==> src/verilog/hspi_pkg.sv <==
// Purpose: Shared constants for the host command port serial slave
// Assumes: System clock of 10 MHz sampling the host serial pins
// Notes: Word and byte framing lengths, glitch filter figures
package hspi_pkg;
  // Bits in one received word
  localparam int unsigned HSPI_WORD_BITS = 16;
  // Bits in one received byte
  localparam int unsigned HSPI_BYTE_BITS = 8;
  // Width of the bit counter
  localparam int unsigned HSPI_CNT_W = 5;
  // Bit counter reset value
  localparam logic [4:0] HSPI_CNT_RST = 5'h00;
  // Last bit position of a word
  localparam logic [4:0] HSPI_CNT_WORD = 5'h10;
  // Last bit position of a byte
  localparam logic [4:0] HSPI_CNT_BYTE = 5'h08;
  // System clock period in ns
  localparam int unsigned HSPI_CLK_NS = 100;
  // Glitch width the two-wire filter rejects, ns
  localparam int unsigned HSPI_GLITCH_NS = 50;
  // Filter cycles, rounded up, at least one
  localparam int unsigned HSPI_GLITCH_CYC =
    (HSPI_GLITCH_NS + HSPI_CLK_NS - 1) / HSPI_CLK_NS;
  // Least select high time, ns
  localparam int unsigned HSPI_SEL_HIGH_NS = 61;
  // Word reset value
  localparam logic [15:0] HSPI_WORD_RST = 16'h0000;
  // Port operating modes
  typedef enum logic {HSPI_MODE_SPI, HSPI_MODE_TWI} hspi_mode_e;
endpackage : hspi_pkg

==> src/verilog/hspi_slave.sv <==
// Purpose: Host command port serial slave, word collection and framing
// Assumes: Host serial clock far below sys_clk_i, sampled as a level
// Notes: Two-wire mode shares the pins; only its filtering lives here
`timescale 1ns/10ps
// What this block does
// - Keep state while serial clock stops
// - Deliver each 16-bit word while selected
// - First read bit after later falling edge
// - Command words back to back, select low
// - Flag error unless a multiple of 8 bits
// - Select rising edge ends and resets port
// - Two-wire mode uses same pins
// - Two-wire filter drops glitches to 50 ns
// - Serial clock up to 1.25 MHz with the 10 MHz sys_clk_i
// - Host reaches all memory and registers
module hspi_slave
  import hspi_pkg::*;
(
  input wire logic sys_clk_i,
  input wire logic reset_i,
  input wire logic twi_mode_i,
  input wire logic host_sclk_i,
  input wire logic host_select_n_i,
  input wire logic host_serial_in_i,
  input wire logic [15:0] rd_word_i,
  output logic rd_load_o,
  output logic [15:0] rx_word_o,
  output logic rx_word_valid_o,
  output logic rx_byte_valid_o,
  output logic frame_error_o,
  output logic frame_end_o,
  output logic host_serial_out_o,
  output logic host_serial_out_oe_o
);
  // Synchronised pin levels
  logic sclk_s;
  logic sel_n_s;
  logic din_s;
  // Previous levels for edge finding
  logic sclk_q;
  logic sel_n_q;
  // Edge strobes
  logic sclk_rise;
  logic sclk_fall;
  logic sel_fall;
  logic sel_rise;
  // Receive shift state
  logic [15:0] shift;
  logic [4:0] bit_cnt;
  // Bits seen in current select period
  logic [4:0] total_cnt;
  // Transmit shift state
  logic [15:0] tx_shift;
  // Set by the first rise; until then a fall leaves the first bit standing
  logic tx_armed;
  // Glitch filter state for two-wire mode
  logic [3:0] gl_cnt;
  logic sclk_f;

  // shared pins
  // Same three pins feed both modes
  // serial clock rate
  // Each host clock phase must last four system clocks or more;
  // the full 25 MHz rate needs a faster sampling clock than this one
  hspi_sync u_sync_sclk (
    .sys_clk_i(sys_clk_i),
    .reset_i(reset_i),
    .rst_val_i(1'b0),
    .async_i(host_sclk_i),
    .level_o(sclk_s)
  );
  hspi_sync u_sync_sel (
    .sys_clk_i(sys_clk_i),
    .reset_i(reset_i),
    .rst_val_i(1'b1),
    .async_i(host_select_n_i),
    .level_o(sel_n_s)
  );
  hspi_sync u_sync_din (
    .sys_clk_i(sys_clk_i),
    .reset_i(reset_i),
    .rst_val_i(1'b0),
    .async_i(host_serial_in_i),
    .level_o(din_s)
  );

  // glitch filter
  // Clock level accepted only after staying stable
  always_ff @(posedge sys_clk_i) begin
    if (reset_i) begin
      gl_cnt <= 4'h0;
      sclk_f <= 1'b0;
    end else if (sclk_s == sclk_f) begin
      gl_cnt <= 4'h0;
    end else if (gl_cnt >= 4'(HSPI_GLITCH_CYC)) begin
      sclk_f <= sclk_s;
      gl_cnt <= 4'h0;
    end else begin
      gl_cnt <= gl_cnt + 4'h1;
    end
  end

  // Edge memory
  always_ff @(posedge sys_clk_i) begin
    if (reset_i) begin
      sclk_q <= 1'b0;
      sel_n_q <= 1'b1;
    end else begin
      sclk_q <= twi_mode_i ? sclk_f : sclk_s;
      sel_n_q <= sel_n_s;
    end
  end

  // Edge strobes; serial clock only counts when selected
  assign sclk_rise = ~sel_n_s & ~twi_mode_i & sclk_s & ~sclk_q;
  assign sclk_fall = ~sel_n_s & ~twi_mode_i & ~sclk_s & sclk_q;
  assign sel_fall = sel_n_q & ~sel_n_s;
  assign sel_rise = ~sel_n_q & sel_n_s;

  // sample rising edge
  // Shift in MSB first; no edge means state held
  always_ff @(posedge sys_clk_i) begin
    if (reset_i) begin
      shift <= HSPI_WORD_RST;
      bit_cnt <= HSPI_CNT_RST;
    end else if (sel_rise || sel_fall) begin
      shift <= HSPI_WORD_RST;
      bit_cnt <= HSPI_CNT_RST;
    end else if (sclk_rise) begin
      shift <= {shift[14:0], din_s};
      bit_cnt <= (bit_cnt == HSPI_CNT_WORD - 5'h1) ? HSPI_CNT_RST : bit_cnt + 5'h1;
    end
  end

  // Count bits for the period-length check
  // Wraps to one past sixteen, so any whole run of words reads clean
  always_ff @(posedge sys_clk_i) begin
    if (reset_i || sel_fall) begin
      total_cnt <= HSPI_CNT_RST;
    end else if (sclk_rise && total_cnt != HSPI_CNT_WORD) begin
      total_cnt <= total_cnt + 5'h1;
    end else if (sclk_rise) begin
      total_cnt <= 5'h01;
    end
  end

  // word delivery
  // Word handed on after every sixteenth bit
  always_ff @(posedge sys_clk_i) begin
    if (reset_i) begin
      rx_word_o <= HSPI_WORD_RST;
      rx_word_valid_o <= 1'b0;
      rx_byte_valid_o <= 1'b0;
    end else begin
      rx_word_valid_o <= sclk_rise && bit_cnt == HSPI_CNT_WORD - 5'h1;
      rx_byte_valid_o <= sel_rise && total_cnt == HSPI_CNT_BYTE;
      if (sclk_rise && bit_cnt == HSPI_CNT_WORD - 5'h1) begin
        rx_word_o <= {shift[14:0], din_s};
      end else if (sel_rise && total_cnt == HSPI_CNT_BYTE) begin
        rx_word_o <= {8'h00, shift[7:0]};
      end
    end
  end

  // end of sequence
  // Select rise flags end and any odd length
  always_ff @(posedge sys_clk_i) begin
    if (reset_i) begin
      frame_end_o <= 1'b0;
      frame_error_o <= 1'b0;
    end else begin
      frame_end_o <= sel_rise;
      frame_error_o <= sel_rise && total_cnt != HSPI_CNT_BYTE
        && total_cnt != HSPI_CNT_WORD && total_cnt != HSPI_CNT_RST;
    end
  end

  // core access path
  // Ask for next read word at frame start and word boundary
  assign rd_load_o = (sel_fall && !twi_mode_i)
    || (sclk_fall && tx_armed && bit_cnt == HSPI_CNT_RST);

  // shift on falling edge
  // Load on select fall; a fall shifts only after a rise has been seen,
  // so an idle-low clock moves on at its first fall while an idle-high
  // clock's first fall leaves the first bit standing
  always_ff @(posedge sys_clk_i) begin
    if (reset_i || sel_rise) begin
      tx_shift <= HSPI_WORD_RST;
      tx_armed <= 1'b0;
    end else if (sel_fall && !twi_mode_i) begin
      tx_shift <= rd_word_i;
      tx_armed <= 1'b0;
    end else if (sclk_rise) begin
      // Host has sampled the standing bit
      tx_armed <= 1'b1;
    end else if (sclk_fall && tx_armed && bit_cnt == HSPI_CNT_RST) begin
      // Word boundary, next read word
      tx_shift <= rd_word_i;
    end else if (sclk_fall && tx_armed) begin
      tx_shift <= {tx_shift[14:0], 1'b0};
    end
  end

  // release when deselected
  // Drive MSB only while selected in serial mode
  always_ff @(posedge sys_clk_i) begin
    if (reset_i) begin
      host_serial_out_o <= 1'b0;
      host_serial_out_oe_o <= 1'b0;
    end else begin
      host_serial_out_o <= tx_shift[15];
      host_serial_out_oe_o <= ~sel_n_s & ~twi_mode_i;
    end
  end
endmodule // hspi_slave

==> src/verilog/hspi_sync.sv <==
// Purpose: Three-stage synchroniser with agreement filter
// Assumes: Input is asynchronous to sys_clk_i
// Notes: A change counts once stages two and three agree
`timescale 1ns/10ps
module hspi_sync
  import hspi_pkg::*;
(
  input wire logic sys_clk_i,
  input wire logic reset_i,
  input wire logic rst_val_i,
  input wire logic async_i,
  output logic level_o
);
  // Three flops, first read only by second
  logic s1;
  logic s2;
  logic s3;

  // Shift chain
  always_ff @(posedge sys_clk_i) begin
    if (reset_i) begin
      // Preset to the idle level so no false edge follows reset
      s1 <= rst_val_i;
      s2 <= rst_val_i;
      s3 <= rst_val_i;
    end else begin
      s1 <= async_i;
      s2 <= s1;
      s3 <= s2;
    end
  end

  // Filtered level, moves only on agreement
  always_ff @(posedge sys_clk_i) begin
    if (reset_i) begin
      level_o <= rst_val_i;
    end else if (s2 == s3) begin
      level_o <= s3;
    end
  end
endmodule // hspi_sync

==> config.mk <==
export PLATFORM = sky130hd
export DESIGN_NAME = hspi_slave
export DESIGN_NICKNAME = d
export VERILOG_FILES = /design/src/verilog/hspi_pkg.sv /design/src/verilog/hspi_slave.sv /design/src/verilog/hspi_sync.sv
export SDC_FILE = /design/constraint.sdc
export NUM_CORES = 1
export LEC_CHECK = 0
export ABC_AREA = 1
export BUFFER_PORTS_ARGS = -buffer_cell sky130_fd_sc_hd__buf_2
export CAP_MARGIN = 20
export CORE_ASPECT_RATIO = 1.2
export CORE_MARGIN = 4
export CORE_UTILIZATION = 54
export CTS_BUF_LIST = sky130_fd_sc_hd__clkbuf_4
export CTS_CLUSTER_DIAMETER = 120
export CTS_CLUSTER_SIZE = 10
export DETAILED_ROUTE_END_ITERATION = 7
export PLACE_DENSITY = 0.78
export SETUP_SLACK_MARGIN = 0.5
export SYNTH_ARGS = -nofsm -noshare
export SYNTH_HDL_FRONTEND = slang
export SYNTH_HIERARCHICAL = 1
export SYNTH_SLANG_ARGS = --single-unit
export TNS_END_PERCENT = 10
==> constraint.sdc <==
create_clock -name sys_clk_i -period 1.3 [get_ports sys_clk_i]
set_input_delay 0.065 -clock sys_clk_i [delete_from_list [all_inputs] [get_ports sys_clk_i]]
set_output_delay 0.065 -clock sys_clk_i [all_outputs]
set_load 0.02 [all_outputs]
## Word level (Yosys, flattened, before mapping)

Index checks and enable logic that the tools add are counted.

| word-level totals | value |
|---|---|
| word-level logic and storage cells | 88 |
| register bits | 83 |
| bits of input ports | 22 |

| operators by class | value |
|---|---|
| magnitude comparators | 1 |
| reduce and logical (&&, ||, !) cells | 24 |
| muxes and demuxes | 10 |
| add/sub/neg operators | 3 |
| bitwise gates (word level) | 13 |
| equality and inequality tests | 9 |

Operators by type and width:

| kind | count |
|---|---|
| 2-to-1 mux 16 bit | 6 |
| 2-to-1 mux 5 bit | 3 |
| adder 5 x 1 -> 5 bit (second input constant) | 2 |
| == test 5 x 4 -> 1 bit (second input constant) | 2 |
| logical AND 1 bit | 9 |
| AND 1 bit | 7 |
| inverter 1 bit | 6 |
| logical NOT 5 bit | 1 |
| != test 5 x 4 -> 1 bit (second input constant) | 1 |
| != test 5 bit (second input constant) | 1 |
| nonzero test 5 bit | 1 |
| adder 4 x 1 -> 4 bit (second input constant) | 1 |
| == test 1 bit | 4 |
| >= comparator 4 x 1 -> 1 bit (second input constant) | 1 |
| logical OR 1 bit | 4 |
| AND reduction 2 bit | 2 |
| nonzero test 2 bit | 2 |
| OR reduction 2 bit | 2 |
| nonzero test 3 bit | 1 |
| OR reduction 3 bit | 1 |
| != test 2 x 1 -> 1 bit (second input constant) | 1 |
| logical NOT 1 bit | 1 |
| 2-to-1 mux 1 bit | 1 |

## Depth between registers and ports, before layout

Gate-level depths: netlist of the first run.

| depth | value |
|---|---|
| depth in word-level cells | 9 |
| mapped depth | 10 |
| mapped depth without buffers | 10 |

## Cells and area by module

Netlist of the first run, hierarchy kept.

Modules (own cells, without submodules):

| module | seq. area each (µm²) | area an instance (µm²) | times used | cells an instance |
|---|---|---|---|---|
| hspi_slave | 1421.4 | 3286.9 | 1 | 446 |
| hspi_sync | 90.1 | 142.6 | 3 | 17 |

## Least setup slack after synthesis of the first run

OpenSTA, ideal clock, no wires.

| timing | value |
|---|---|
| path kind | reg-to-output |
| start point | register bit_cnt[0] |
| end point | output rd_load_o |
| cell stages (with the launch flop) | 8 |
| data required time | 1235 ps |
| path slack | -193 ps |
| arrival time | 1428 ps |
| cells stage by stage | dfxtp_1 -> inv_1 -> ha_1 -> inv_1 -> nor2_1 -> nand2_2 -> buf_2 -> o21ai_0 |

| between the ends | value |
|---|---|
| longest elaborated chain between the ends | 3 |

Ends and longest elaborated chain:

| what | line | source |
|---|---|---|
| start: declaration | hspi_slave.sv:49 | `logic [4:0] bit_cnt;` |
| start signal: assignment | hspi_slave.sv:131 | `bit_cnt <= (bit_cnt == HSPI_CNT_WORD - 5'h1) ? HSPI_CNT_RST : bit_cnt + 5'h1;` |
| logical NOT 5 bit | hspi_slave.sv:181 | `\|\| (sclk_fall && tx_armed && bit_cnt == HSPI_CNT_RST);` |
| logical AND 1 bit | hspi_slave.sv:181 |  |
| logical OR 1 bit | hspi_slave.sv:181 |  |
| end: declaration | hspi_slave.sv:26 | `output logic rd_load_o,` |

No other way between the ends.

## Final worst setup path of the first run

| timing | value |
|---|---|
| start point | register u_sync_sel.level_o |
| end point | output rd_load_o |

| between the ends | value |
|---|---|
| longest elaborated chain between the ends | 7 |
| elaborated cells on any way between the ends | 9 |
| those cells by class | bitwise (5); reduce/logical (4) |

Ends and longest elaborated chain:

| what | line | source |
|---|---|---|
| start: declaration | hspi_sync.sv:12 | `output logic level_o` |
| start signal: assignment | hspi_sync.sv:36 | `level_o <= rst_val_i;` |
| inverter 1 bit * | hspi_slave.sv:116, hspi_slave.sv:117 |  |
| AND 1 bit (3 in series) | hspi_slave.sv:116 | `assign sclk_fall = ~sel_n_s & ~twi_mode_i & ~sclk_s & sclk_q;` |
| logical AND 1 bit (2 in series) | hspi_slave.sv:181 |  |
| logical OR 1 bit * | hspi_slave.sv:181 |  |

Every way passes the cells marked *; elsewhere a longest branch is shown, timed or not.

==> results of run 1 <==
==> cell type report <==
| class | count | area [µm²] |
|---|---|---|
| Inverter | 58 | 225 |
| Sequential cell | 83 | 1710 |
| Tap cell | 85 | 106 |
| Fill cell | 318 | 1060 |
| Clock buffer | 9 | 67.6 |
| Clock inverter | 7 | 82.6 |
| Multi-Input combinational cell | 338 | 2120 |
| Timing Repair Buffer | 126 | 1190 |
==> what timing repair did <==
item	4_1_cts	5_1_grt
gates cloned	7	2
buffers inserted	13	6
setup endpoints to repair	91	95
endpoints found under the hold margin	25	1
gates resized for setup	109	69
pin swaps	24	19
==> metal layers <==
layer,track usage,vias up
met2,0.473,285
met4,0.162,0
met5,0,-
li1,-,1849
met3,0.0535,106
met1,0.306,1949
==> worst paths after layout <==
check,to,slack [ns],cells after the start
hold reg to reg,u_sync_sclk/s2$_DFF_P_,0.44,2
setup / recovery,rd_load_o,-0.43,6
hold / removal,tx_armed$_SDFFE_PP0P_,-0.02,4
setup reg to reg,rx_word_o[13]$_SDFFE_PP0P_,-0.37,9
==> state kept, by name, indices dropped and copies added (netlist names), 4 cells and up <==
name / cells
bit_cnt: 5
gl_cnt: 4
rx_word_o: 16
shift: 15
total_cnt: 5
tx_shift: 16
==> layout by cell type (no fill, tap or decap), types with 5 or more instances in the layout <==
cell type,n
nand2_1,101
dfxtp_1,64
buf_4,43
nand3_1,39
nor2_1,33
inv_1,30
buf_2,26
a21oi_1,25
buf_6,24
nand3b_1,22
dlygate4sd3_1,21
nand3_2,20
inv_2,17
dfxtp_2,15
nor2_2,13
o21ai_0,12
clkinv_1,9
clkbuf_4,9
nor2_4,8
nand2_2,7
nand2_4,7
o21ai_1,6
buf_12,5
==> power by group through the flow <==
stage | clock network (W) | logic [W] | registers, W
6_report | 0.00170 | 0.00118 | 0.00278
5_1_grt | 0.00178 | 0.00125 | 0.00279
4_1_cts | 0.00163 | 0.000973 | 0.00276
3_5_place_dp | 0 | 0.000662 | 0.00281
3_3_place_gp | 0 | 0.000641 | 0.00280
2_1_floorplan | 0 | 0.000462 | 0.00280
==> logic make-up (layout without fill, tap and decap cells) <==
group,after synthesis,in the layout,share of synthesized area
adder cells (fa/ha/maj),9,9,0.0303
AO/OA/AOI/OAI,60,60,0.0872
other,2,4,0.00202
XOR/XNOR,5,5,0.0118
buffers and inverters,79,200,0.0893
flip-flops,83,83,0.455
AND/OR/NAND/NOR,259,260,0.324
==> stage by stage <==
stage	util	power, W	TNS (ns)
2_1_floorplan	-	0.00326	-0.0480
3_3_place_gp	0.652	0.00344	-1.31
3_5_place_dp	0.652	0.00347	-2.90
4_1_cts	0.794	0.00536	-7.49
5_1_grt	0.839	0.00583	-17.49
6_report	0.839	0.00566	-14.77
==> worst reg2reg max path, cell delays in order (launching register included) <==
cell,delay [ns]
edfxtp_1,0.48
buf_4,0.17
buf_4,0.15
ha_4,0.18
inv_2,0.09
nor2_2,0.08
nor2_4,0.17
clkbuf_16,0.19
nand3_2,0.07
nand2_1,0.07
==> results.py, run 1 <==
metrics = {
    "worst_setup_path": {
        "crit-reg2reg-launch": "u_sync_sel/level_o$_DFFE_PP_",
        "critical_path.max_fanout": 3,
        "worstSetupStartpointType": "flop",
        "cp_data_required_time_ns": 1.24,
        "crit_buf_inv": 3,
        "cp_slowest_cell": "edfxtp_1",
        "critical_path_arrival_ns": 1.67,
        "critPathTopFamily": "flip-flops",
        "startpoint": "u_sync_sel/level_o$_DFFE_PP_",
        "cp-end-kind": "output port",
        "timing.critical_path.cells": "inv_2 -> ha_4 -> nand2_8 -> buf_8 -> o21ai_4 -> buf_6",
        "cp_slowest_stage_delay_ns": 0.48,
        "path_class": "reg2out",
    },
    "cells_and_area": {
        "area.growth.synth_to_final_pct": 48.3,
        "layout-drive-gt1-share": 0.377,
        "fin_nets": 647,
        "antenna_diode_count": 0,
        "postLayoutCellArea_um2": 5510,
        "number_of_standard_cells_in_the_layout_taps_in_and_fillers_out": 706,
    },
    "synthesis": {
        "synthesis.area_per_instance_um2": 7.47,
        "synth_warnings": 6,
        "most_frequent_cells_after_synthesis": "114 x nand2_1, 80 x dfxtp_1, 58 x nand3_1, 48 x nor2_1, 47 x inv_1",
        "syn-cell-area_um2": 3710,
        "netlist_instances": 497,
        "asyncSetResetFlopFracSynth": 0,
        "ranking_of_synthesized_cells_by_area": "dfxtp_1 43%, nand2_1 12%, nand3_1 7.8%",
        "synth.yosys.seq_area_share": 0.455,
        "post_synth_num_cell_types": 32,
        "ys_seq_elements": 83,
        "synth_flop_cell": "dfxtp_1",
        "cell_type_with_the_largest_total_area_after_synthesis": "dfxtp_1",
        "synth-edff-count": 3,
        "yosysMostFrequentCell": "nand2_1",
        "yosysTopAreaCellShare": 0.431,
    },
    "power": {
        "relative_contribution_of_combinational_cells_to_total_power": 0.209,
        "ir_worst_vdd_mv": 1.06,
        "power-per-cell-area_nw_per_um2": 1030,
        "power_switching_share": 0.322,
        "power.leakage_nw": 2.45,
        "share_seq_of_total_power": 0.492,
        "total_switching_power_w": 0.00183,
        "power.share.clock": 0.299,
        "intPower_w": 0.00384,
    },
    "route": {
        "wl_per_cell_um": 19.3,
        "met1_length_um": 4890,
        "dr.max_layer_used": "met4",
        "detailedRoute.firstPassIterationCount": 7,
        "route.detailed.drc": 0,
        "viasPerCell": 5.93,
        "wirelength_um": 13600,
        "routed-wl-met2_um": 6520,
        "ant_nets": 0,
        "detailroute.via_count": 4189,
        "initialDrtViolationCount": 428,
        "met3RoutedLength_um": 1100,
    },
    "cts": {
        "cts_hold_buffers": 21,
        "numCtsBuffers": 9,
        "clkSinkCount": 83,
        "htree_levels": 3,
        "root_buffer": "clkbuf_4",
        "clock_buffer_depth": 2,
        "clkLatencyLatePin_ns": 0.46,
        "clk_pin_slew_worst_paths_ns": 0.16,
        "clock_tree_from_tritoncts": "built",
    },
    "die": {
        "fp.coreArea_um2": 6570,
        "die_area_um2": 8280,
        "std_cell_rows": 32,
        "i_o_pins": 45,
        "die_h_um": 98.9,
        "floorplan.die.width_um": 83.7,
        "start_util": 0.566,
    },
    "sta": {
        "fmax_mhz": 578,
        "fin_worst_skew_ns": 0.0279,
        "grt_setup_unrepaired": "yes",
        "post-route-period-util": 1.33,
        "hold_slack_ns": -0.0186,
        "layout_setup_ws_ns": -0.431,
        "timing_hold_violations_final": 1,
        "timing_max_transition_violations_final": 0,
        "final.min_clock_period_ns": 1.73,
        "timing.final.setup_violations": 59,
    },
    "global_route": {
        "grt_max_degree": 25,
        "globalRoute.totalOverflow": 0,
        "grt_use_total": 0.272,
        "antenna_found_initial": 0,
        "grt_pass1_wl_um": 18300,
        "grt_pass1_vias": 3826,
    },
    "placed_design": {
        "place_ws_ns": -0.0985,
        "place_inst": 641,
        "standard_cell_area_after_detailed_placement_um2": 4280,
        "final_replace_weighted_congestion": 0.859,
        "number_of_input_and_output_port_buffers_inserted": 44,
        "place.detailed.hpwl_um": 5700,
    },
    "status": {
        "violations": "negative hold slack, negative setup slack",
        "status": "finished with violations",
    },
    "job": {
        "drv_cap": 0,
    },
    "worst_hold_path": {
        "hold_path.startpoint": "reset_i",
        "worstHoldPathType": "in2reg",
    },
}
(Power assumes the default switching activity.)
==> run 2, diff against run 1 <==
- CORE_MARGIN: 4 -> unset
- SYNTH_HIERARCHICAL: 1 -> unset
==> run 2 against run 1 <==
The flow finishes with violations (negative setup slack). Routed wire length decreased by 30%. Critical path type unchanged. Largest power group unchanged. Die area decreased by 16%. Utilization decreased by 4.6 points. Flip-flop and latch count unchanged. Combinational power decreased by 79%. Critical endpoint unchanged.
==> results.py, run 2 <==
metrics = {
    "status": {
        "status": "finished with violations",
        "violations": "negative setup slack",
    },
    "cts": {
        "clk_pin_slew_worst_paths_ns": 0.13,
        "numCtsBuffers": 9,
        "clkLatencyLatePin_ns": 0.44,
        "clkSinkCount": 83,
        "root_buffer": "clkbuf_4",
        "htree_levels": 3,
        "clock_buffer_depth": 2,
        "clock_tree_from_tritoncts": "built",
    },
    "power": {
        "totalPowerFinal_w": 0.00447,
        "power-per-cell-area_nw_per_um2": 880,
        "ir_worst_vdd_mv": 0.846,
        "power.leakage_nw": 2.41,
    },
    "worst_setup_path": {
        "critical_path_arrival_ns": 1.46,
        "path_class": "reg2out",
        "worstReg2RegEnd": "rx_word_o[5]$_SDFFE_PP0P_",
        "cp-end-kind": "output port",
        "cp_data_required_time_ns": 1.24,
        "worstSetupStartpointType": "flop",
        "critical_path.max_fanout": 2,
        "crit-reg2reg-launch": "bit_cnt[0]$_SDFFE_PP0P_",
        "rrSetupSlack_ns": -0.20,
        "timing.critical_path.cells": "nand2_1 -> inv_1 -> nand3_2 -> buf_8 -> o21ai_2 -> buf_6",
        "cp_slowest_stage_delay_ns": 0.37,
        "critPathTopFamily": "flip-flops",
        "worst_reg_to_reg_path_cell_count": 9,
        "crit_buf_inv": 3,
        "cp_slowest_cell": "dfxtp_2",
    },
    "global_route": {
        "grt_pass1_vias": 3596,
        "antenna_found_initial": 0,
        "globalRoute.totalOverflow": 0,
        "grt_pass1_wl_um": 15500,
        "grt_max_degree": 24,
        "grt_use_total": 0.283,
    },
    "cells_and_area": {
        "antenna_diode_count": 0,
        "area.growth.synth_to_final_pct": 42.8,
        "postLayoutCellArea_um2": 5080,
        "layout.filler_cells": 411,
        "number_of_standard_cells_in_the_layout_taps_in_and_fillers_out": 690,
        "final_cell_mix": "94 x nand2_1, 67 x dfxtp_1, 59 x buf_4",
        "largest_registers": "rx_word_o: 16 flops, tx_shift: 16 flops, shift: 15 flops",
        "fin_nets": 631,
        "layout-drive-gt1-share": 0.319,
        "layout_commonest_cell": "nand2_1",
    },
    "synthesis": {
        "mappedNetlistNets": 515,
        "synthesis.area_per_instance_um2": 7.35,
        "cell_type_with_the_largest_total_area_after_synthesis": "dfxtp_1",
        "most_frequent_cells_after_synthesis": "102 x nand2_1, 83 x dfxtp_1, 60 x nor2_1, 58 x inv_1, 54 x nand3_1",
        "ys_seq_elements": 83,
        "asyncSetResetFlopFracSynth": 0,
        "syn-cell-area_um2": 3560,
        "post_synth_num_cell_types": 29,
        "synth_warnings": 0,
        "netlist_instances": 484,
        "synth_flop_cell": "dfxtp_1",
        "synth-edff-count": 0,
        "yosysTopAreaCellShare": 0.467,
        "ranking_of_synthesized_cells_by_area": "dfxtp_1 47%, nand2_1 11%, nand3_1 7.6%",
        "synth.yosys.seq_area_share": 0.467,
        "yosysMostFrequentCell": "nand2_1",
    },
    "die": {
        "floorplan.die.width_um": 76.1,
        "die_h_um": 90.9,
        "fp.coreArea_um2": 6410,
        "i_o_pins": 45,
        "start_util": 0.555,
        "die_area_um2": 6920,
        "std_cell_rows": 32,
    },
    "worst_hold_path": {
        "instance_count_along_the_most_critical_hold_path": 4,
        "worstHoldPathType": "in2reg",
        "hold_path.startpoint": "reset_i",
        "whs_endpoint": "tx_armed$_SDFFE_PP0P_",
    },
    "sta": {
        "fmax_mhz": 654,
        "post-route-period-util": 1.18,
        "timing.final.setup_violations": 49,
        "final.min_clock_period_ns": 1.53,
        "timing_hold_violations_final": 0,
        "timing_max_transition_violations_final": 0,
        "fin_worst_skew_ns": 0.0147,
        "layout_setup_ws_ns": -0.229,
        "grt_setup_unrepaired": "yes",
    },
    "route": {
        "route.detailed.drc": 0,
        "detailedRoute.firstPassIterationCount": 5,
        "met1_length_um": 3760,
        "detailroute.via_count": 3553,
        "initialDrtViolationCount": 166,
        "routed-wl-met2_um": 5200,
        "wirelength_um": 9600,
        "met3RoutedLength_um": 380,
        "ant_nets": 0,
        "dr.max_layer_used": "met4",
        "wl_per_cell_um": 13.9,
        "viasPerCell": 5.15,
    },
    "placed_design": {
        "number_of_input_and_output_port_buffers_inserted": 44,
        "final_replace_weighted_congestion": 0.802,
        "place_inst": 629,
        "place.detailed.hpwl_um": 5340,
        "standard_cell_area_after_detailed_placement_um2": 4160,
        "place_ws_ns": -0.126,
    },
    "job": {
        "drv_cap": 0,
    },
}
[run 2: cell count changes after synthesis, sizes merged, moves of 3 or more]
cell and change:
edfxtp -3, o21ai +4, a21oi +6, nand3b -12, nand2 -14, nor2 +10
clkinv -9, inv +9, a211oi -5, or2 +3, dfxtp +3
[run 2: worst max path at each step]
stage | start | end | slack [ns] | cells after the start
after detailed placement | u_sync_sel.level_o$_SDFFE_PP1N_ | shift[14]$_SDFFE_PP0P_ | -0.13 | 6
after global routing | tx_armed$_SDFFE_PP0P_ | rd_load_o | -0.29 | 6
final | tx_armed$_SDFFE_PP0P_ | rd_load_o | -0.23 | 6
after floorplan | bit_cnt[1]$_SDFFE_PP0P_ | rx_word_o[10]$_SDFFE_PP0P_ | -0.09 | 8
after global placement | bit_cnt[0]$_SDFFE_PP0P_ | rx_word_o[1]$_SDFFE_PP0P_ | -0.03 | 7
after CTS | bit_cnt[0]$_SDFFE_PP0P_ | rd_load_o | -0.22 | 7
[run 2: kinds of logic (layout without fill, tap and decap cells)]
kind of cell	Yosys count	after routing	synth area share
AND/OR/NAND/NOR	243	245	0.307
flip-flops	83	83	0.467
buffers and inverters	79	198	0.0886
AO/OA/AOI/OAI	65	65	0.0949
adder cells (fa/ha/maj)	9	9	0.0316
XOR/XNOR	4	4	0.00985
other	1	1	0.00105
[run 2: layout make-up]
class                   instances  area (µm²)  area share
clock inverters                 6        80.1      0.0158
flip-flops and latches         83        1690       0.332
multi-input cells             324        1840       0.362
well taps                      85         106      0.0209
repair buffers                123        1040       0.206
inverters                      58         238      0.0468
clock buffers                  10        75.1      0.0148
repair inverters                1        7.51     0.00148
[run 2: layer usage]
layer / track usage / vias up
li1: - / 1764
met1: 0.292 / 1664
met2: 0.530 / 101
met3: 0.0576 / 24
met4: 0.151 / 0
met5: 0 / -
[run 2: worst min-delay path: cells and delay by family]
kind,cells,cell delay [ns]
buffers and inverters,1,0.17
AO/OA/AOI/OAI,2,0.12
AND/OR/NAND/NOR,1,0.07
[run 2: repair_timing]
action / in CTS / in global routing
setup endpoints to repair: 90 / 93
setup buffers: 15 / 5
resized for setup: 101 / 28
hold endpoints to repair: 24 / 0
gates cloned: 4 / 0
hold buffers: 21 / 0
pin swaps: 23 / 19
[run 2: through the flow]
stage / utilization / hold WS, ns / setup TNS, ns
detailed placement: 0.649 / 0.265 / -1.81
global placement: 0.649 / 0.248 / -0.276
global route: 0.793 / 0.0186 / -8.31
finish: 0.793 / 0.0214 / -4.63
CTS: 0.773 / -0.0131 / -3.33
floorplan: - / 0.142 / -1.20
[run 2: report_power, final]
part	switching, W	total (W)	internal, W
Sequential	0.0000111	0.00257	0.00255
Combinational	0.000123	0.000242	0.000119
Clock	0.000879	0.00167	0.000786
